<file path="config.mk">
export PLATFORM = sky130hd
export DESIGN_NAME = mps_sequencer
export DESIGN_NICKNAME = d
export VERILOG_FILES = /design/src/shared/mps_pkg.sv /design/src/hw/mps_ret_stack.sv /design/src/hw/mps_sequencer.sv
export SDC_FILE = /design/constraint.sdc
export NUM_CORES = 1
export LEC_CHECK = 0
export BUFFER_PORTS_ARGS = -buffer_cell sky130_fd_sc_hd__buf_4
export CORE_MARGIN = 3
export CORE_UTILIZATION = 45
export CTS_BUF_LIST = sky130_fd_sc_hd__clkbuf_2 sky130_fd_sc_hd__clkbuf_4 sky130_fd_sc_hd__clkbuf_8
export CTS_CLUSTER_DIAMETER = 120
export CTS_CLUSTER_SIZE = 25
export DETAILED_ROUTE_END_ITERATION = 6
export GPL_ROUTABILITY_DRIVEN = 0
export HOLD_SLACK_MARGIN = 0.15
export PLACE_DENSITY = 0.71
export SYNTH_ARGS = -nofsm -noshare
export SYNTH_HDL_FRONTEND = slang
export SYNTH_HIERARCHICAL = 1
export SYNTH_SLANG_ARGS = --single-unit
</file>
<file path="constraint.sdc">
create_clock -name clock -period 3.95 [get_ports clock]
set_input_delay 0.5925 -clock clock [delete_from_list [all_inputs] [get_ports clock]]
set_output_delay 0.5925 -clock clock [all_outputs]
set_load 0.005 [all_outputs]
</file>
<file path="src/shared/mps_pkg.sv">
// constants and types for the program sequencer core
package mps_pkg;
   // register byte offsets on the avalon slave
   localparam logic [3:0] ADDR_PC_LOW = 4'h0;
   localparam logic [3:0] ADDR_CTRL = 4'h4;
   localparam logic [3:0] ADDR_STAT = 4'h8;
   localparam logic [3:0] ADDR_PC = 4'hc;
   // control register fields and reset value
   localparam int CTRL_RUN_BIT = 0;
   localparam int CTRL_IEN_BIT = 1;
   localparam logic [1:0] CTRL_RESET = 2'h1;
   // status register fields
   localparam int STAT_FLAG_LSB = 0;
   localparam int STAT_ACC_LSB = 8;
   localparam int STAT_DEPTH_LSB = 16;
   localparam int STAT_FULL_BIT = 24;
   localparam int STAT_PEND_BIT = 25;
   // flag bit positions
   localparam int FLG_C = 0;
   localparam int FLG_AC = 1;
   localparam int FLG_Z = 2;
   localparam int FLG_OV = 3;
   // reset values
   localparam logic [11:0] RESET_VECTOR = 12'h000;
   localparam logic [15:0] NOP_WORD = 16'hf000;
   localparam logic [7:0] ACC_RESET = 8'h00;
   localparam logic [3:0] FLAGS_RESET = 4'h0;

   typedef enum logic [3:0] {
      PH_T1 = 4'b0001,
      PH_T2 = 4'b0010,
      PH_T3 = 4'b0100,
      PH_T4 = 4'b1000
   } mps_phase_t;

   // instruction class in word bits 15:12
   typedef enum logic [3:0] {
      CL_ALU = 4'h0,
      CL_JUMP = 4'h1,
      CL_CALL = 4'h2,
      CL_RETURN = 4'h3,
      CL_SKIP_Z = 4'h4,
      CL_SKIP_NZ = 4'h5,
      CL_WR_PC_LOW = 4'h6,
      CL_RD_PC_LOW = 4'h7,
      CL_NOP = 4'hf
   } mps_class_t;

   // alu function in word bits 11:8, operand in bits 7:0
   typedef enum logic [3:0] {
      AF_ADD = 4'h0,
      AF_ADC = 4'h1,
      AF_SUB = 4'h2,
      AF_SBC = 4'h3,
      AF_AND = 4'h4,
      AF_OR = 4'h5,
      AF_XOR = 4'h6,
      AF_CPL = 4'h7,
      AF_RR = 4'h8,
      AF_RRC = 4'h9,
      AF_RL = 4'ha,
      AF_RLC = 4'hb,
      AF_INC = 4'hc,
      AF_DEC = 4'hd,
      AF_DAA = 4'he,
      AF_LOAD = 4'hf
   } mps_alu_t;
endpackage : mps_pkg

</file>
<file path="src/hw/mps_ret_stack.sv">
// return address memory with registered read port
module mps_ret_stack #(
   parameter int WIDTH = 12,
   parameter int DEPTH = 8
) (
   input wire logic clock,
   input wire logic wr_en,
   input wire logic [$clog2(DEPTH)-1:0] wr_addr,
   input wire logic [WIDTH-1:0] wr_data,
   input wire logic [$clog2(DEPTH)-1:0] rd_addr,
   output logic [WIDTH-1:0] rd_data
);
   logic [WIDTH-1:0] mem [DEPTH];

   always_ff @(posedge clock) begin
      if (wr_en) begin
         mem[wr_addr] <= wr_data;
      end
      rd_data <= mem[rd_addr];
   end
endmodule : mps_ret_stack

</file>
<file path="src/hw/mps_sequencer.sv">
// four-phase fetch/execute sequencer with return stack and alu
//
// The Avalon-MM interface to the registers and the address map were left to the implementer.
module mps_sequencer #(
   parameter int PC_WIDTH = 12,
   parameter int STACK_DEPTH = 8,
   parameter logic [11:0] INT_VECTOR = 12'h004
) (
   input wire logic clock,
   input wire logic sys_rst,
   input wire logic [3:0] avs_address,
   input wire logic avs_read,
   input wire logic avs_write,
   input wire logic [31:0] avs_writedata,
   output logic [31:0] avs_readdata,
   output logic avs_waitrequest,
   output logic [PC_WIDTH-1:0] imem_addr,
   input wire logic [15:0] imem_data,
   input wire logic int_request
);
   localparam int SPW = $clog2(STACK_DEPTH);

   if (PC_WIDTH != 11 && PC_WIDTH != 12) begin : g_width_chk
      $error("PC_WIDTH must be 11 or 12");
   end
   if (STACK_DEPTH < 2 || (1 << SPW) != STACK_DEPTH) begin : g_depth_chk
      $error("STACK_DEPTH must be a power of two >= 2");
   end

   // result {flags, value}
   function automatic logic [11:0] alu_eval(
      input logic [3:0] fn,
      input logic [7:0] a,
      input logic [7:0] b,
      input logic [3:0] fl
   );
      logic [8:0] wide;
      logic [4:0] half;
      logic [7:0] r;
      logic [3:0] f;
      logic arith;
      wide = 9'h000;
      half = 5'h00;
      r = a;
      f = fl;
      arith = 1'b0;
      case (mps_pkg::mps_alu_t'(fn))
         mps_pkg::AF_ADD, mps_pkg::AF_ADC: begin
            wide = {1'b0, a} + {1'b0, b} +
               {8'h00, fn[0] & fl[mps_pkg::FLG_C]};
            half = {1'b0, a[3:0]} + {1'b0, b[3:0]} +
               {4'h0, fn[0] & fl[mps_pkg::FLG_C]};
            arith = 1'b1;
         end
         mps_pkg::AF_SUB, mps_pkg::AF_SBC: begin
            // carry set means no borrow
            wide = {1'b0, a} + {1'b0, ~b} +
               {8'h00, ~fn[0] | fl[mps_pkg::FLG_C]};
            half = {1'b0, a[3:0]} + {1'b0, ~b[3:0]} +
               {4'h0, ~fn[0] | fl[mps_pkg::FLG_C]};
            arith = 1'b1;
         end
         mps_pkg::AF_AND: r = a & b;
         mps_pkg::AF_OR: r = a | b;
         mps_pkg::AF_XOR: r = a ^ b;
         mps_pkg::AF_CPL: r = ~a;
         mps_pkg::AF_RR: r = {a[0], a[7:1]};
         mps_pkg::AF_RL: r = {a[6:0], a[7]};
         mps_pkg::AF_RRC: begin
            r = {fl[mps_pkg::FLG_C], a[7:1]};
            f[mps_pkg::FLG_C] = a[0];
         end
         mps_pkg::AF_RLC: begin
            r = {a[6:0], fl[mps_pkg::FLG_C]};
            f[mps_pkg::FLG_C] = a[7];
         end
         mps_pkg::AF_INC: r = a + 8'h01;
         mps_pkg::AF_DEC: r = a - 8'h01;
         mps_pkg::AF_DAA: begin
            wide = {1'b0, a};
            if (a[3:0] > 4'h9 || fl[mps_pkg::FLG_AC]) begin
               wide = wide + 9'h006;
            end
            if (wide[7:4] > 4'h9 || fl[mps_pkg::FLG_C] || wide[8]) begin
               wide = wide + 9'h060;
            end
            r = wide[7:0];
            f[mps_pkg::FLG_C] = wide[8] | fl[mps_pkg::FLG_C];
         end
         default: r = b;
      endcase
      if (arith) begin
         r = wide[7:0];
         f[mps_pkg::FLG_C] = wide[8];
         f[mps_pkg::FLG_AC] = half[4];
         f[mps_pkg::FLG_OV] = (a[7] == (fn[1] ? ~b[7] : b[7])) &&
            (r[7] != a[7]);
      end
      f[mps_pkg::FLG_Z] = (r == 8'h00);
      return {f, r};
   endfunction : alu_eval

   mps_pkg::mps_phase_t phase, next_phase;
   logic [PC_WIDTH-1:0] pc, next_pc;
   logic [PC_WIDTH-1:0] next_imem_addr;
   logic [15:0] ir, next_ir;
   logic [7:0] acc, next_acc;
   logic [3:0] flags, next_flags;
   logic [1:0] ctrl, next_ctrl;
   logic int_pend, next_int_pend;
   logic [SPW:0] depth, next_depth;
   logic [SPW-1:0] top, next_top;
   logic low_req, next_low_req;
   logic [7:0] low_val, next_low_val;
   logic [31:0] next_readdata;
   logic next_waitrequest;
   logic int_meta, int_sync;
   logic push;
   logic [PC_WIDTH-1:0] push_data;
   logic [PC_WIDTH-1:0] pop_data;
   logic [11:0] alu_out;
   logic flush;
   logic stack_full;
   logic [SPW-1:0] pop_addr;
   logic bus_low_wr;
   logic bus_ctrl_wr;

   mps_ret_stack #(
      .WIDTH(PC_WIDTH),
      .DEPTH(STACK_DEPTH)
   ) u_stack (
      .clock(clock),
      .wr_en(push),
      .wr_addr(top),
      .wr_data(push_data),
      .rd_addr(pop_addr),
      .rd_data(pop_data)
   );

   // pin crossing, only the second stage is read
   always_ff @(posedge clock) begin
      int_meta <= int_request;
      int_sync <= int_meta;
   end

   assign stack_full = (depth == (SPW+1)'(STACK_DEPTH));
   assign pop_addr = top - SPW'(1);
   assign alu_out = alu_eval(ir[11:8], acc, ir[7:0], flags);

   // a bus write is taken only in the cycle waitrequest is low
   assign bus_low_wr = avs_write && !avs_waitrequest &&
      avs_address == mps_pkg::ADDR_PC_LOW;
   assign bus_ctrl_wr = avs_write && !avs_waitrequest &&
      avs_address == mps_pkg::ADDR_CTRL;

   // core sequencing
   always_comb begin
      next_phase = phase;
      next_pc = pc;
      next_imem_addr = imem_addr;
      next_ir = ir;
      next_acc = acc;
      next_flags = flags;
      next_ctrl = ctrl;
      next_depth = depth;
      next_top = top;
      next_low_req = low_req;
      next_low_val = low_val;
      next_int_pend = int_pend;
      push = 1'b0;
      push_data = imem_addr;
      flush = 1'b0;
      if (ctrl[mps_pkg::CTRL_RUN_BIT]) begin
         case (phase)
            mps_pkg::PH_T1: begin
               next_imem_addr = pc;
               next_pc = pc + 1'b1;
               next_phase = mps_pkg::PH_T2;
            end
            mps_pkg::PH_T2: next_phase = mps_pkg::PH_T3;
            mps_pkg::PH_T3: next_phase = mps_pkg::PH_T4;
            default: begin
               next_phase = mps_pkg::PH_T1;
               case (mps_pkg::mps_class_t'(ir[15:12]))
                  mps_pkg::CL_ALU: begin
                     next_acc = alu_out[7:0];
                     next_flags = alu_out[11:8];
                  end
                  mps_pkg::CL_JUMP: begin
                     next_pc = ir[PC_WIDTH-1:0];
                     flush = 1'b1;
                  end
                  mps_pkg::CL_CALL: begin
                     // return lands on the discarded prefetch
                     push = 1'b1;
                     next_top = top + 1'b1;
                     if (!stack_full) begin
                        next_depth = depth + 1'b1;
                     end
                     next_pc = ir[PC_WIDTH-1:0];
                     flush = 1'b1;
                  end
                  mps_pkg::CL_RETURN: begin
                     // empty stack still reloads; depth stays zero
                     next_pc = pop_data;
                     next_top = top - 1'b1;
                     if (depth != '0) begin
                        next_depth = depth - 1'b1;
                     end
                     if (ir[0]) begin
                        next_ctrl[mps_pkg::CTRL_IEN_BIT] = 1'b1;
                     end
                     flush = 1'b1;
                  end
                  mps_pkg::CL_SKIP_Z: flush = (acc == 8'h00);
                  mps_pkg::CL_SKIP_NZ: flush = (acc != 8'h00);
                  mps_pkg::CL_WR_PC_LOW: begin
                     next_pc[7:0] = acc;
                     flush = 1'b1;
                  end
                  mps_pkg::CL_RD_PC_LOW: next_acc = pc[7:0];
                  default: ;
               endcase
               if (low_req) begin
                  next_pc[7:0] = low_val;
                  next_low_req = 1'b0;
                  flush = 1'b1;
               end else if (int_pend && ctrl[mps_pkg::CTRL_IEN_BIT] &&
                  !stack_full && !flush) begin
                  // acknowledge waits on a full stack
                  push = 1'b1;
                  next_top = top + 1'b1;
                  next_depth = depth + 1'b1;
                  next_pc = INT_VECTOR[PC_WIDTH-1:0];
                  next_ctrl[mps_pkg::CTRL_IEN_BIT] = 1'b0;
                  next_int_pend = 1'b0;
                  flush = 1'b1;
               end
               next_ir = flush ? mps_pkg::NOP_WORD : imem_data;
            end
         endcase
      end
      if (bus_ctrl_wr) begin
         next_ctrl = avs_writedata[1:0];
      end
      if (bus_low_wr) begin
         next_low_req = 1'b1;
         next_low_val = avs_writedata[7:0];
      end
      if (int_sync) begin
         next_int_pend = 1'b1;
      end
   end

   always_ff @(posedge clock) begin
      if (sys_rst) begin
         phase <= mps_pkg::PH_T1;
         pc <= mps_pkg::RESET_VECTOR[PC_WIDTH-1:0];
         imem_addr <= mps_pkg::RESET_VECTOR[PC_WIDTH-1:0];
         ir <= mps_pkg::NOP_WORD;
         acc <= mps_pkg::ACC_RESET;
         flags <= mps_pkg::FLAGS_RESET;
         ctrl <= mps_pkg::CTRL_RESET;
         depth <= '0;
         top <= '0;
         low_req <= 1'b0;
         low_val <= 8'h00;
         int_pend <= 1'b0;
      end else begin
         phase <= next_phase;
         pc <= next_pc;
         imem_addr <= next_imem_addr;
         ir <= next_ir;
         acc <= next_acc;
         flags <= next_flags;
         ctrl <= next_ctrl;
         depth <= next_depth;
         top <= next_top;
         low_req <= next_low_req;
         low_val <= next_low_val;
         int_pend <= next_int_pend;
      end
   end

   // avalon slave: one wait cycle, then answer
   always_comb begin
      next_waitrequest = 1'b1;
      next_readdata = avs_readdata;
      if ((avs_read || avs_write) && avs_waitrequest) begin
         next_waitrequest = 1'b0;
         next_readdata = 32'h00000000;
         if (avs_address == mps_pkg::ADDR_PC_LOW) begin
            next_readdata[7:0] = pc[7:0];
         end else if (avs_address == mps_pkg::ADDR_CTRL) begin
            next_readdata[1:0] = ctrl;
         end else if (avs_address == mps_pkg::ADDR_STAT) begin
            // stack contents stay hidden, only its fill shows
            next_readdata[mps_pkg::STAT_FLAG_LSB +: 4] = flags;
            next_readdata[mps_pkg::STAT_ACC_LSB +: 8] = acc;
            next_readdata[mps_pkg::STAT_DEPTH_LSB +: SPW+1] = depth;
            next_readdata[mps_pkg::STAT_FULL_BIT] = stack_full;
            next_readdata[mps_pkg::STAT_PEND_BIT] = int_pend;
         end else if (avs_address == mps_pkg::ADDR_PC) begin
            next_readdata[PC_WIDTH-1:0] = pc;
         end
      end
   end

   always_ff @(posedge clock) begin
      if (sys_rst) begin
         avs_waitrequest <= 1'b1;
         avs_readdata <= 32'h00000000;
      end else begin
         avs_waitrequest <= next_waitrequest;
         avs_readdata <= next_readdata;
      end
   end
endmodule : mps_sequencer

</file>
==> results_tabular.tex, run 1 <==
\begin{tabular}{lr}
\hline
Metric & Value \\
\hline
\multicolumn{2}{l}{\textbf{Critical path}} \\
\quad Startpoint-to-endpoint class of the critical path & flip-flop to flip-flop \\
\quad Count of cells along the worst register-to-register path & 11 \\
\quad Startpoint class of the critical path & flip-flop \\
\quad CP max FO & 9 \\
\quad Data arrival at the endpoint of the critical path & 3640 ps \\
\quad Reg-to-Reg Start & depth[1] \\
\quad Required @ worst endpoint & 4180 ps \\
\quad Setup slack of the worst register-to-register path & 540 ps \\
\quad Crit end category & flip-flop \\
\quad Destination of the worst register-to-register timing path & u\_stack/mem[3][2] \\
\multicolumn{2}{l}{\textbf{Synthesis}} \\
\quad Sequential share of the synthesized area & 46.2\% \\
\quad Top flip-flop cell by instance count after synthesis & dfxtp\_1 \\
\quad EDFF count, synth & 96 \\
\quad Post-synth ARST share & 0\% \\
\quad Count of cell types in the netlist & 81 \\
\quad Count of warnings emitted by yosys & 6 \\
\quad Number of synthesized register bits & 208 \\
\quad Post-synthesis cell area & 11100 um\^{}2 \\
\quad Cells after Synth & 1102 \\
\quad Average instance area after synthesis & 10.1 um\^{}2 \\
\multicolumn{2}{l}{\textbf{Cells and area}} \\
\quad Number of diodes added for antenna fixing & 0 \\
\quad Highest-count cells in the layout ignoring fill and taps & dfxtp\_1 (112), nor2\_1 (104), buf\_4 (102) \\
\quad Leading cell type in the layout, fill and taps excluded & dfxtp\_1 \\
\quad \# nets final & 1243 \\
\quad Synthesis-to-finish area growth & 9.59\% \\
\quad Share of cells above drive strength 1 & 15.0\% \\
\multicolumn{2}{l}{\textbf{Global route}} \\
\quad Number of antenna violations at the first check in global routing & 0 \\
\quad Combined global-route utilization of all metal layers & 21.2\% \\
\quad First-pass GRT wire length & 45200 um \\
\quad Met2 demand-to-capacity share in global routing & 33.9\% \\
\quad Largest net degree at the start of global routing & 67 \\
\quad Routing layer with the top usage in global route & met2 \\
\quad GRT met3 Usage & 3.42\% \\
\quad Global Route met1 Usage & 29.9\% \\
\quad Overflow left after global routing & 0 \\
\quad Vias in the first global route & 8238 \\
\multicolumn{2}{l}{\textbf{Floorplanning}} \\
\quad Area of the die & 26600 um\^{}2 \\
\quad Area of the core & 23800 um\^{}2 \\
\quad IO Pins & 102 \\
\quad Chip width & 163 um \\
\quad Die Span Y & 163 um \\
\quad Std-Cell Rows & 56 \\
\quad Initial core utilization & 46.6\% \\
\multicolumn{2}{l}{\textbf{STA}} \\
\quad Remaining max-slew budget at the tightest pin & 43.9\% \\
\quad Setup Skew & 11.1 ps \\
\quad Fmax achieved & 293 MHz \\
\quad Slew Viols, Final & 0 \\
\quad Period utilisation layout & 86.3\% \\
\quad Total Neg Setup Slack & 0 ps \\
\quad Final period demand of the worst path & 3410 ps \\
\quad Worst hold slack & 262 ps \\
\quad Slew at the pin closest to its max-slew limit & 836 ps \\
\quad Setup repair after global routing missed its margin & no \\
\quad Final setup violating endpoints & 0 \\
\quad Number of failing hold endpoints at the final stage & 0 \\
\multicolumn{2}{l}{\textbf{CTS}} \\
\quad Clock Root Buffer & clkbuf\_8 \\
\quad H-tree levels & 1 \\
\quad Reg clk slew, reported paths & 150 ps \\
\quad Sinks on Clock Net & 208 \\
\quad Total clock buffers created by CTS & 12 \\
\quad TritonCTS clock tree & yes \\
\quad CTS-repair resized insts & 0 \\
\quad Clock insertion delay at the later pin of the skew report & 510 ps \\
\quad Deepest clock path buffer count & 3 \\
\multicolumn{2}{l}{\textbf{Power and ir drop}} \\
\quad Peak supply drop & 0.000302 V \\
\quad Static leakage & 4.59 nW \\
\quad Power density normalized to cell area & 390 nW/um\^{}2 \\
\multicolumn{2}{l}{\textbf{Routing}} \\
\quad Pre-Repair DR Iteration Count & 5 \\
\quad Aggregate routed wire length & 28600 um \\
\quad Antenna violation net count after detailed routing & 0 \\
\quad DRC violations left & 0 \\
\quad First DRT Iteration DRCs & 848 \\
\quad Vias per Instance & 5.90 \\
\quad Wirelength per Cell & 19.5 um \\
\quad Number of vias in the routed layout & 8662 \\
\multicolumn{2}{l}{\textbf{Status}} \\
\quad Status & complete, no violations \\
\multicolumn{2}{l}{\textbf{Place}} \\
\quad Total half-perimeter wirelength after legalization and detailed placement & 20600 um \\
\quad Port bufs & 67 \\
\multicolumn{2}{l}{\textbf{Job}} \\
\quad Maxcap violations & 0 \\
\multicolumn{2}{l}{\textbf{Min path}} \\
\quad Worst Min Path Start & imem\_data[11] \\
\quad Type of the most critical hold path & primary input to flip-flop \\
\quad Worst hold path endpoint & ir[11] \\
\quad Cell depth of the worst min-delay path & 3 \\
\hline
\end{tabular}
==> logic make-up (layout without fill, tap and decap cells) <==
group / count (synthesis) / after routing / share of synthesized area (%)
other: 1 / 10 / 0.0338
muxes: 70 / 70 / 10.0
DFF: 208 / 208 / 46.2
xor gates and xnor gates: 16 / 16 / 1.26
AOI/OAI and AO/OA: 286 / 286 / 17.1
adders and majority gates: 41 / 41 / 4.96
buffers and inverters: 128 / 167 / 5.10
and+or+nand+nor: 352 / 352 / 15.3
==> metrics by stage <==
step	setup slack (ps)	instance area (um^2)	utilization, %	cells	power (mW)
finish	541	12200	51.0	1469	4.74
global route	273	12200	51.0	1469	4.97
CTS	585	12100	51.0	1468	4.74
detailed placement	598	11900	50.1	1449	3.75
global placement	712	11900	50.1	1449	3.73
floorplan	596	11100	-	1111	3.37
==> synthesized netlist by cell type, types with 6 or more instances <==
| cell | count | area [um^2] |
|---|---|---|
| a221oi_1 | 6 | 52.6 |
| mux4_1 | 21 | 552 |
| or3_1 | 13 | 81.3 |
| a21oi_1 | 80 | 400 |
| inv_1 | 45 | 169 |
| nor2b_1 | 17 | 106 |
| nor4_1 | 9 | 56.3 |
| nand2_1 | 100 | 375 |
| and3_1 | 8 | 50.1 |
| a22oi_1 | 17 | 128 |
| a31oi_1 | 6 | 37.5 |
| o21ai_0 | 66 | 330 |
| o31ai_1 | 8 | 60.1 |
| buf_4 | 11 | 82.6 |
| dfxtp_1 | 112 | 2240 |
| nor2_1 | 104 | 390 |
| mux2i_1 | 27 | 270 |
| mux2_2 | 18 | 203 |
| nand4b_1 | 6 | 52.6 |
| and2_1 | 6 | 37.5 |
| clkbuf_1 | 54 | 203 |
| a22o_1 | 10 | 87.6 |
| nor3_1 | 21 | 105 |
| a211oi_1 | 9 | 67.6 |
| nand2b_1 | 15 | 93.8 |
| edfxtp_1 | 96 | 2880 |
| o211ai_1 | 10 | 75.1 |
| nand3_1 | 21 | 105 |
| a311oi_1 | 8 | 70.1 |
| ha_1 | 36 | 450 |
| buf_2 | 11 | 55.1 |
| or2_2 | 9 | 56.3 |
| xnor2_1 | 11 | 96.3 |
| o22ai_1 | 7 | 43.8 |
==> layer usage <==
metal / vias up / part of all wire, %
met5: - / 0
met4: 0 / 3.1
met3: 62 / 7.1
met2: 332 / 46
met1: 4122 / 44
li1: 4146 / -
==> state kept, by name, indices dropped and copies added (netlist names), 2 cells and up <==
register / flops
imem_addr: 12
ctrl: 2
u_stack/rd_data: 12
u_stack/mem: 96
acc: 8
top: 3
avs_readdata: 22
ir: 16
flags: 4
pc: 12
phase: 4
low_val: 8
depth: 4
==> report_power, final <==
| part | switching [mW] | internal (mW) |
|---|---|---|
| Combinational | 0.750 | 0.462 |
| Sequential | 0.170 | 2.36 |
| Clock | 0.658 | 0.342 |
| Total | 1.58 | 3.16 |
==> worst max-delay path by stage <==
| stage | startpoint | to | slack (ps) | cells after the start |
|---|---|---|---|---|
| finish | depth[1] | u_stack/mem[3][2] | 540 | 11 |
| global route | depth[1] | u_stack/mem[3][9] | 270 | 11 |
| CTS | depth[1] | u_stack/mem[3][7] | 580 | 11 |
| detailed placement | depth[1] | u_stack/mem[3][3] | 600 | 11 |
| global placement | depth[1] | u_stack/mem[3][5] | 710 | 11 |
| floorplan | ir[8] | flags[0] | 600 | 15 |
==> critical path: stages (launching register included) <==
cell and delay [ps]:
dfxtp_1 500, inv_1 120, ha_1 240, nor2b_1 190, nand2_1 130, nand3_1 170
or3_1 520, and2_1 210, nor2_1 240, nand2b_1 180, nor2_1 350, buf_4 270
==> what timing repair did <==
item / 4_1_cts / 5_1_grt
hold buffers: 0 / 1
hold endpoints to repair: 0 / 1
setup buffers: 0 / 0
setup endpoints to repair: 0 / 0
==> final cells by class <==
class | count | area [um^2]
Sequential cell | 208 | 5120
Tap cell | 319 | 399
Multi-Input combinational cell | 775 | 5470
Clock buffer | 16 | 195
Fill cell | 2147 | 11700
Clock inverter | 3 | 28.8
Timing Repair Buffer | 103 | 776
Inverter | 45 | 169
(Power assumes the default switching activity.)
==> inputs of run 2 (changes only) <==
--- a/config.mk
+++ b/config.mk
@@ -5,6 +5,7 @@
 export SDC_FILE = /design/constraint.sdc
 export NUM_CORES = 1
 export LEC_CHECK = 0
+export ABC_AREA = 1
 export BUFFER_PORTS_ARGS = -buffer_cell sky130_fd_sc_hd__buf_4
 export CORE_MARGIN = 3
 export CORE_UTILIZATION = 45
==> results_tabular.tex, run 2 <==
\begin{tabular}{lr}
\hline
Metric & Value \\
\hline
\multicolumn{2}{l}{\textbf{Status}} \\
\quad Status & complete, no violations (unchanged) \\
\multicolumn{2}{l}{\textbf{Cells and area}} \\
\quad Leading cell type in the layout, fill and taps excluded & nand2\_1 (was dfxtp\_1) \\
\quad Number of diodes added for antenna fixing & 0 (unchanged) \\
\quad Largest reg by FF count & u\_stack/mem (unchanged) \\
\quad Max FFs per register & 96 (unchanged) \\
\quad Layout Cell Area excl Fill & 12600 um\^{}2 (was 12200 um\^{}2) \\
\quad Share of cells above drive strength 1 & 10.2\% (was 15.0\%) \\
\quad Highest-count cells in the layout ignoring fill and taps & nand2\_1 (389), inv\_1 (199), nand3\_1 (126) (was dfxtp\_1 (112), nor2\_1 (104), buf\_4 (102)) \\
\quad \# nets final & 1675 (was 1243) \\
\quad Largest registers ranked by flip-flop count & u\_stack/mem x96, avs\_readdata x22, ir x16 (unchanged) \\
\quad Fill cell total of the finished layout & 2435 (was 2147) \\
\quad Synthesis-to-finish area growth & 8.52\% (was 9.59\%) \\
\multicolumn{2}{l}{\textbf{STA}} \\
\quad Final setup violating endpoints & 0 (unchanged) \\
\quad Slew at the pin closest to its max-slew limit & 1210 ps (was 836 ps) \\
\quad Period utilisation layout & 82.7\% (was 86.3\%) \\
\quad Setup repair after global routing missed its margin & no (unchanged) \\
\quad Fmax achieved & 306 MHz (was 293 MHz) \\
\quad Slack of the critical path & 681 ps (was 541 ps) \\
\quad Number of failing hold endpoints at the final stage & 0 (unchanged) \\
\quad Remaining max-slew budget at the tightest pin & 19.4\% (was 43.9\%) \\
\quad Final period demand of the worst path & 3270 ps (was 3410 ps) \\
\quad Setup Skew & 44.7 ps (was 11.1 ps) \\
\quad Slew Viols, Final & 0 (unchanged) \\
\quad Total Neg Setup Slack & 0 ps (unchanged) \\
\multicolumn{2}{l}{\textbf{Floorplanning}} \\
\quad Die Span Y & 167 um (was 163 um) \\
\quad Area of the core & 25300 um\^{}2 (was 23800 um\^{}2) \\
\quad Initial core utilization & 45.9\% (was 46.6\%) \\
\quad Chip width & 167 um (was 163 um) \\
\quad IO Pins & 102 (unchanged) \\
\quad Area of the die & 27700 um\^{}2 (was 26600 um\^{}2) \\
\quad Std-Cell Rows & 58 (was 56) \\
\multicolumn{2}{l}{\textbf{Power and ir drop}} \\
\quad Share of total power consumed by net switching & 35.9\% (was 33.3\%) \\
\quad Overall power consumption & 5.13 mW (was 4.74 mW) \\
\quad Peak supply drop & 0.000296 V (was 0.000302 V) \\
\quad Power share of the clock group & 20.9\% (was 21.1\%) \\
\quad Proportion of power drawn by combinational gates & 27.7\% (was 25.6\%) \\
\quad Net switching component of the power & 1.84 mW (was 1.58 mW) \\
\quad Cell-internal power & 3.29 mW (was 3.16 mW) \\
\quad Static leakage & 5.57 nW (was 4.59 nW) \\
\quad Power density normalized to cell area & 408 nW/um\^{}2 (was 390 nW/um\^{}2) \\
\quad Relative contribution of sequential cells to total power & 51.3\% (was 53.3\%) \\
\multicolumn{2}{l}{\textbf{Synthesis}} \\
\quad Most numerous cell in the Yosys netlist & nand2\_1 (was dfxtp\_1) \\
\quad Post-synthesis share of cell area spent on full adders, half adders and majority gates & 4.75\% (was 4.96\%) \\
\quad Complex-gate fraction of the synthesized area & 13.7\% (was 17.1\%) \\
\quad Average instance area after synthesis & 7.58 um\^{}2 (was 10.1 um\^{}2) \\
\quad Count of cell types in the netlist & 51 (was 81) \\
\quad Simple-gate share of the synthesized area & 25.5\% (was 15.3\%) \\
\quad Number of synthesized register bits & 208 (unchanged) \\
\quad Cells after Synth & 1531 (was 1102) \\
\quad Post-synthesis cell area & 11600 um\^{}2 (was 11100 um\^{}2) \\
\quad Largest family of logic cells by synthesized area & simple AND/OR/NAND/NOR gates (was compound AO/OA/AOI/OAI gates) \\
\quad Share of the synthesized area in the top cell type & 24.9\% (was 26.0\%) \\
\quad Sequential share of the synthesized area & 44.2\% (was 46.2\%) \\
\quad Top flip-flop cell by instance count after synthesis & dfxtp\_1 (unchanged) \\
\quad Synthesized-area fraction occupied by xor and xnor cells & 0.982\% (was 1.26\%) \\
\quad Post-synthesis mux area share & 0\% (was 10.0\%) \\
\quad Biggest area consumer among synthesized cells & edfxtp\_1 (unchanged) \\
\quad Post-synth ARST share & 0\% (unchanged) \\
\quad Leading cell types by total area after synthesis & edfxtp\_1 (25\%), dfxtp\_1 (19\%), nand2\_1 (13\%) (was edfxtp\_1 (26\%), dfxtp\_1 (20\%), mux4\_1 (5.0\%)) \\
\quad EDFF count, synth & 96 (unchanged) \\
\quad Top cells by count, synth & nand2\_1 (389), inv\_1 (199), nand3\_1 (126), nor2\_1 (116), dfxtp\_1 (112) (was dfxtp\_1 (112), nor2\_1 (104), nand2\_1 (100), edfxtp\_1 (96), a21oi\_1 (80)) \\
\quad Count of warnings emitted by yosys & 6 (unchanged) \\
\multicolumn{2}{l}{\textbf{Critical path}} \\
\quad Family of cells with the greatest summed delay on the critical path & simple AND/OR/NAND/NOR gates (unchanged) \\
\quad Crit-path slowest cell & nor2\_1 (was or3\_1) \\
\quad Startpoint-to-endpoint class of the critical path & flip-flop to flip-flop (unchanged) \\
\quad Destination of the worst register-to-register timing path & flags[2] (was u\_stack/mem[3][2]) \\
\quad Reg-to-Reg Start & ir[9] (was depth[1]) \\
\quad Ordered cell list for the critical path & inv\_2 > nand2\_1 > nor2\_1 > ha\_1 > nand2\_1 > inv\_1 > nor2\_1 > nand2\_1 > or2\_2 > nand2\_1 > nand4\_1 > o21ai\_0 > nand2\_1 > nor2\_1 > nand3\_1 > nor2\_1 > nor2\_1 > nor2\_1 (was inv\_1 > ha\_1 > nor2b\_1 > nand2\_1 > nand3\_1 > or3\_1 > and2\_1 > nor2\_1 > nand2b\_1 > nor2\_1 > buf\_4) \\
\quad Worst path max stage delay & 610 ps (was 520 ps) \\
\quad Combined buffer and inverter count along the critical path & 2 (unchanged) \\
\quad Required @ worst endpoint & 4420 ps (was 4180 ps) \\
\quad Setup slack of the worst register-to-register path & 680 ps (was 540 ps) \\
\quad Startpoint class of the critical path & flip-flop (unchanged) \\
\quad Cell seen most often among critical-path stages & nor2\_1 (unchanged) \\
\quad Crit end category & flip-flop (unchanged) \\
\quad CP max FO & 10 (was 9) \\
\quad Data arrival at the endpoint of the critical path & 3730 ps (was 3640 ps) \\
\quad Count of cells along the worst register-to-register path & 18 (was 11) \\
\multicolumn{2}{l}{\textbf{Routing}} \\
\quad First DRT Iteration DRCs & 1109 (was 848) \\
\quad Number of vias in the routed layout & 10500 (was 8662) \\
\quad Wirelength per Cell & 16.6 um (was 19.5 um) \\
\quad Pre-Repair DR Iteration Count & 7 (was 5) \\
\quad DRC violations left & 0 (unchanged) \\
\quad Antenna violation net count after detailed routing & 0 (unchanged) \\
\quad Vias per Instance & 5.47 (was 5.90) \\
\quad Aggregate routed wire length & 31800 um (was 28600 um) \\
\multicolumn{2}{l}{\textbf{Global route}} \\
\quad First-pass GRT wire length & 50700 um (was 45200 um) \\
\quad Vias in the first global route & 9639 (was 8238) \\
\quad Number of antenna violations at the first check in global routing & 0 (unchanged) \\
\quad Routing layer with the top usage in global route & met2 (unchanged) \\
\quad Largest net degree at the start of global routing & 49 (was 67) \\
\quad GRT met3 Usage & 3.01\% (was 3.42\%) \\
\quad Combined global-route utilization of all metal layers & 22.0\% (was 21.2\%) \\
\quad Overflow left after global routing & 0 (unchanged) \\
\quad Met2 demand-to-capacity share in global routing & 35.8\% (was 33.9\%) \\
\quad Global Route met1 Usage & 31.0\% (was 29.9\%) \\
\multicolumn{2}{l}{\textbf{Place}} \\
\quad Worst slack after detailed placement & 808 ps (was 598 ps) \\
\quad Placed Instance Area & 12300 um\^{}2 (was 11900 um\^{}2) \\
\quad Total half-perimeter wirelength after legalization and detailed placement & 22900 um (was 20600 um) \\
\quad Port bufs & 67 (unchanged) \\
\multicolumn{2}{l}{\textbf{Min path}} \\
\quad Worst Min Path Start & int\_request (was imem\_data[11]) \\
\quad Worst hold path endpoint & int\_meta (was ir[11]) \\
\quad Type of the most critical hold path & primary input to flip-flop (unchanged) \\
\quad Cell depth of the worst min-delay path & 1 (was 3) \\
\multicolumn{2}{l}{\textbf{CTS}} \\
\quad Postcts setup bufs & 0 (unchanged) \\
\quad Total clock buffers created by CTS & 12 (unchanged) \\
\quad Post-CTS Hold Fix Bufs & 0 (unchanged) \\
\quad Clock insertion delay at the later pin of the skew report & 530 ps (was 510 ps) \\
\quad Reg clk slew, reported paths & 140 ps (was 150 ps) \\
\quad CTS-repair resized insts & 0 (unchanged) \\
\quad TritonCTS clock tree & yes (unchanged) \\
\quad Deepest clock path buffer count & 3 (unchanged) \\
\quad Clock Root Buffer & clkbuf\_8 (unchanged) \\
\quad H-tree levels & 1 (unchanged) \\
\quad Sinks on Clock Net & 208 (unchanged) \\
\multicolumn{2}{l}{\textbf{Job}} \\
\quad Maxcap violations & 0 (unchanged) \\
\hline
\end{tabular}
-- run 2: changes by cell type after synthesis, moves of 18 or more --
cell      before  now
o21ai_0       66   89
clkinv_1       0   21
mux4_1        21    0
mux2_2        18    0
nand3_1       21  126
nand2_1      100  389
inv_1         45  199
mux2i_1       27    0
a21oi_1       80  104
clkbuf_1      54   24
inv_2          0   20
-- run 2: cell families (layout without fill, tap and decap cells) --
logic type               Yosys count  count (layout)
AND/OR/NAND/NOR                  694             694
buffers and inverters            304             346
AO/OA/AOI/OAI                    270             270
flip-flops                       208             208
adder cells (fa/ha/maj)           41              41
XOR/XNOR                          13              13
other                              1              10
-- run 2: layer usage --
layer,routed length [um],vias to the layer above
li1,-,5079
met1,13500,4813
met2,14500,480
met3,2790,87
met4,923,0
met5,0,-
-- run 2: final cells by class --
cell class,count,area (um^2),share of cell area [%]
sequential,208,5120,40.7
multi-input combinational,1028,5250,41.7
clock inverter,3,45.0,0.358
tap,330,413,3.28
clock buffer,16,201,1.60
inverter,240,901,7.16
timing repair buffer,87,653,5.19
-- run 2: worst max-delay path by stage --
stage	startpoint	endpoint	slack, ps	cells past startpoint
after floorplan	depth[1]	u_stack/mem[1][0]	1390	11
after global routing	ir[9]	flags[2]	400	18
final	ir[9]	flags[2]	680	18
after global placement	ir[9]	flags[2]	840	18
after CTS	ir[9]	flags[2]	750	18
after detailed placement	ir[9]	flags[2]	810	18
-- run 2: power by group through the flow --
stage	Combinational (mW)	Clock [mW]	Sequential [mW]
2_1_floorplan	1.01	0	2.58
3_3_place_gp	1.36	0	2.67
3_5_place_dp	1.38	0	2.68
4_1_cts	1.39	1.10	2.63
5_1_grt	1.59	1.17	2.66
6_report	1.42	1.07	2.63
-- run 2: per-stage QoR --
| stage | hold WS (ps) | cells | util [%] |
|---|---|---|---|
| after floorplan | 310 | 1540 | - |
| after global placement | 319 | 1893 | 48.9 |
| after detailed placement | 322 | 1893 | 48.9 |
| after CTS | 159 | 1912 | 49.8 |
| after global routing | 154 | 1912 | 49.8 |
| final | 170 | 1912 | 49.8 |
==> inputs of run 3 (changes only) <==
--- a/config.mk
+++ b/config.mk
@@ -15,7 +15,7 @@
 export DETAILED_ROUTE_END_ITERATION = 6
 export GPL_ROUTABILITY_DRIVEN = 0
 export HOLD_SLACK_MARGIN = 0.15
-export PLACE_DENSITY = 0.71
+export PLACE_DENSITY = 0.73
 export SYNTH_ARGS = -nofsm -noshare
 export SYNTH_HDL_FRONTEND = slang
 export SYNTH_HIERARCHICAL = 1
==> constraint.sdc (replaced) <==
create_clock -name clock -period 2.9 [get_ports clock]
set_input_delay 0.435 -clock clock [delete_from_list [all_inputs] [get_ports clock]]
set_output_delay 0.435 -clock clock [all_outputs]
set_load 0.005 [all_outputs]
==> results_tabular.tex, run 3 (synthesis gave the netlist of run 2 again) <==
\begin{tabular}{lr}
\hline
Metric & Value \\
\hline
\multicolumn{2}{l}{\textbf{Min path}} \\
\quad Type of the most critical hold path & primary input to flip-flop (unchanged) \\
\quad Worst Min Path Start & imem\_data[10] (was int\_request) \\
\multicolumn{2}{l}{\textbf{STA}} \\
\quad Setup repair after global routing missed its margin & no (unchanged) \\
\quad Final setup violating endpoints & 0 (unchanged) \\
\quad Setup Skew & 19.6 ps (was 44.7 ps) \\
\quad Final period demand of the worst path & 2730 ps (was 3270 ps) \\
\quad Slew at the pin closest to its max-slew limit & 869 ps (was 1210 ps) \\
\quad Slack of the critical path & 175 ps (was 681 ps) \\
\quad Total Neg Setup Slack & 0 ps (unchanged) \\
\quad Slew Viols, Final & 0 (unchanged) \\
\quad Fmax achieved & 367 MHz (was 306 MHz) \\
\quad Period utilisation layout & 94.0\% (was 82.7\%) \\
\quad Remaining max-slew budget at the tightest pin & 42.0\% (was 19.4\%) \\
\quad Number of failing hold endpoints at the final stage & 0 (unchanged) \\
\multicolumn{2}{l}{\textbf{Critical path}} \\
\quad Startpoint-to-endpoint class of the critical path & flip-flop to flip-flop (unchanged) \\
\quad Startpoint class of the critical path & flip-flop (unchanged) \\
\quad Data arrival at the endpoint of the critical path & 2950 ps (was 3730 ps) \\
\quad Reg-to-Reg Start & depth[1] (was ir[9]) \\
\quad Destination of the worst register-to-register timing path & u\_stack/mem[5][5] (was flags[2]) \\
\quad Count of cells along the worst register-to-register path & 12 (was 18) \\
\quad Required @ worst endpoint & 3130 ps (was 4420 ps) \\
\quad Crit end category & flip-flop (unchanged) \\
\quad CP max FO & 10 (unchanged) \\
\quad CP Launch Point & depth[1] (was ir[9]) \\
\quad Setup slack of the worst register-to-register path & 170 ps (was 680 ps) \\
\quad Critical path capture point & u\_stack/mem[5][5] (was flags[2]) \\
\multicolumn{2}{l}{\textbf{Routing}} \\
\quad Aggregate routed wire length & 32200 um (was 31800 um) \\
\quad First DRT Iteration DRCs & 995 (was 1109) \\
\quad Antenna violation net count after detailed routing & 0 (unchanged) \\
\quad DRC violations left & 0 (unchanged) \\
\quad Wirelength per Cell & 16.4 um (was 16.6 um) \\
\quad Pre-Repair DR Iteration Count & 5 (was 7) \\
\quad Number of vias in the routed layout & 10600 (was 10500) \\
\quad Vias per Instance & 5.41 (was 5.47) \\
\multicolumn{2}{l}{\textbf{CTS}} \\
\quad Postcts setup bufs & 0 (unchanged) \\
\quad Reg clk slew, reported paths & 140 ps (about the same) \\
\quad Clock Root Buffer & clkbuf\_8 (unchanged) \\
\quad H-tree levels & 1 (unchanged) \\
\quad Sinks on Clock Net & 208 (unchanged) \\
\quad Total clock buffers created by CTS & 12 (unchanged) \\
\quad TritonCTS clock tree & yes (unchanged) \\
\quad Clock insertion delay at the later pin of the skew report & 520 ps (was 530 ps) \\
\quad Deepest clock path buffer count & 3 (unchanged) \\
\multicolumn{2}{l}{\textbf{Place}} \\
\quad Worst slack after detailed placement & 209 ps (was 808 ps) \\
\quad Total half-perimeter wirelength after legalization and detailed placement & 23500 um (was 22900 um) \\
\quad Placed Instance Area & 12600 um\^{}2 (was 12300 um\^{}2) \\
\quad Port bufs & 67 (unchanged) \\
\multicolumn{2}{l}{\textbf{Status}} \\
\quad Status & complete, no violations (unchanged) \\
\multicolumn{2}{l}{\textbf{Power and ir drop}} \\
\quad Peak supply drop & 0.000393 V (was 0.000296 V) \\
\quad Cell-internal power & 4.51 mW (was 3.29 mW) \\
\quad Proportion of power drawn by combinational gates & 29.9\% (was 27.7\%) \\
\quad Relative contribution of sequential cells to total power & 50.4\% (was 51.3\%) \\
\quad Static leakage & 5.81 nW (was 5.57 nW) \\
\quad Net switching component of the power & 2.53 mW (was 1.84 mW) \\
\quad Power share of the clock group & 19.7\% (was 20.9\%) \\
\quad Share of total power consumed by net switching & 36.0\% (was 35.9\%) \\
\quad Power density normalized to cell area & 540 nW/um\^{}2 (was 408 nW/um\^{}2) \\
\multicolumn{2}{l}{\textbf{Floorplanning}} \\
\quad Area of the die & 27700 um\^{}2 (unchanged) \\
\quad IO Pins & 102 (unchanged) \\
\quad Area of the core & 25300 um\^{}2 (unchanged) \\
\quad Die Span Y & 167 um (unchanged) \\
\quad Std-Cell Rows & 58 (unchanged) \\
\quad Chip width & 167 um (unchanged) \\
\quad Initial core utilization & 45.9\% (unchanged) \\
\multicolumn{2}{l}{\textbf{Cells and area}} \\
\quad Number of diodes added for antenna fixing & 0 (unchanged) \\
\quad Layout Cell Area excl Fill & 13000 um\^{}2 (was 12600 um\^{}2) \\
\quad Highest-count cells in the layout ignoring fill and taps & nand2\_1 (389), inv\_1 (199), nand3\_1 (126) (unchanged) \\
\quad Largest reg by FF count & u\_stack/mem (unchanged) \\
\quad Synthesis-to-finish area growth & 12.5\% (was 8.52\%) \\
\quad Leading cell type in the layout, fill and taps excluded & nand2\_1 (unchanged) \\
\quad \# nets final & 1728 (was 1675) \\
\quad Share of cells above drive strength 1 & 12.1\% (was 10.2\%) \\
\quad Largest registers ranked by flip-flop count & u\_stack/mem x96, avs\_readdata x22, ir x16 (unchanged) \\
\quad Max FFs per register & 96 (unchanged) \\
\quad Fill cell total of the finished layout & 2426 (was 2435) \\
\multicolumn{2}{l}{\textbf{Global route}} \\
\quad Number of antenna violations at the first check in global routing & 0 (unchanged) \\
\quad Largest net degree at the start of global routing & 49 (unchanged) \\
\quad First-pass GRT wire length & 51300 um (was 50700 um) \\
\quad Overflow left after global routing & 0 (unchanged) \\
\quad Combined global-route utilization of all metal layers & 22.3\% (was 22.0\%) \\
\quad Vias in the first global route & 9813 (was 9639) \\
\multicolumn{2}{l}{\textbf{Job}} \\
\quad Maxcap violations & 0 (unchanged) \\
\hline
\end{tabular}
[run 3: worst min path at each step]
stage | to | slack, ps | cells past startpoint
floorplan | int_sync | 310 | 0
global placement | int_sync | 320 | 0
detailed placement | int_sync | 320 | 0
CTS | ir[10] | 150 | 3
global route | ir[10] | 160 | 3
finish | ir[10] | 170 | 3
[run 3: what timing repair did]
item,in CTS,in global routing
resized for setup,0,4
hold buffers,19,0
endpoints found under the hold margin,20,0
setup endpoints to repair,0,2
[run 3: worst max-delay path, cell delays in order, from the launching register on]
cell	delay, ps
dfxtp_1	480
inv_1	110
ha_1	210
nand2_1	90
nor2_1	80
inv_1	100
nand3_1	120
nor2_1	250
nand3_2	110
a21oi_1	270
nand2_1	170
nor2_1	190
buf_4	240
[run 3: power by group through the flow]
stage               Combinational, mW  Clock, mW  Sequential (mW)
floorplan                        1.38          0             3.52
CTS                              2.05       1.43             3.54
finish                           2.11       1.39             3.55
global placement                 1.98          0             3.60
detailed placement               2.02          0             3.61
global route                     2.32       1.52             3.57
[run 3: cell type report]
cell class | instances | area (um^2) | area share (%)
clock buffer | 17 | 215 | 1.65
timing repair buffer | 140 | 1110 | 8.52
multi-input combinational | 1028 | 5260 | 40.3
inverter | 240 | 901 | 6.91
tap | 330 | 413 | 3.17
sequential | 208 | 5130 | 39.3
clock inverter | 2 | 18.8 | 0.144
[run 3: per-stage QoR]
stage / std cells / util [%] / total power, mW / hold WS (ps)
finish: 1965 / 51.7 / 7.04 / 167
global route: 1965 / 51.7 / 7.42 / 164
CTS: 1965 / 51.6 / 7.01 / 154
detailed placement: 1927 / 49.9 / 5.63 / 319
global placement: 1927 / 49.9 / 5.58 / 317
floorplan: 1540 / - / 4.90 / 310
[run 3: per-layer routing]
layer	vias to the layer above	GRT usage [%]	part of all wire (%)
li1	5192	-	-
met1	4930	31.1	44
met5	-	0	0
met3	65	2.92	7.8
met4	0	6.53	2.9
met2	441	36.5	46
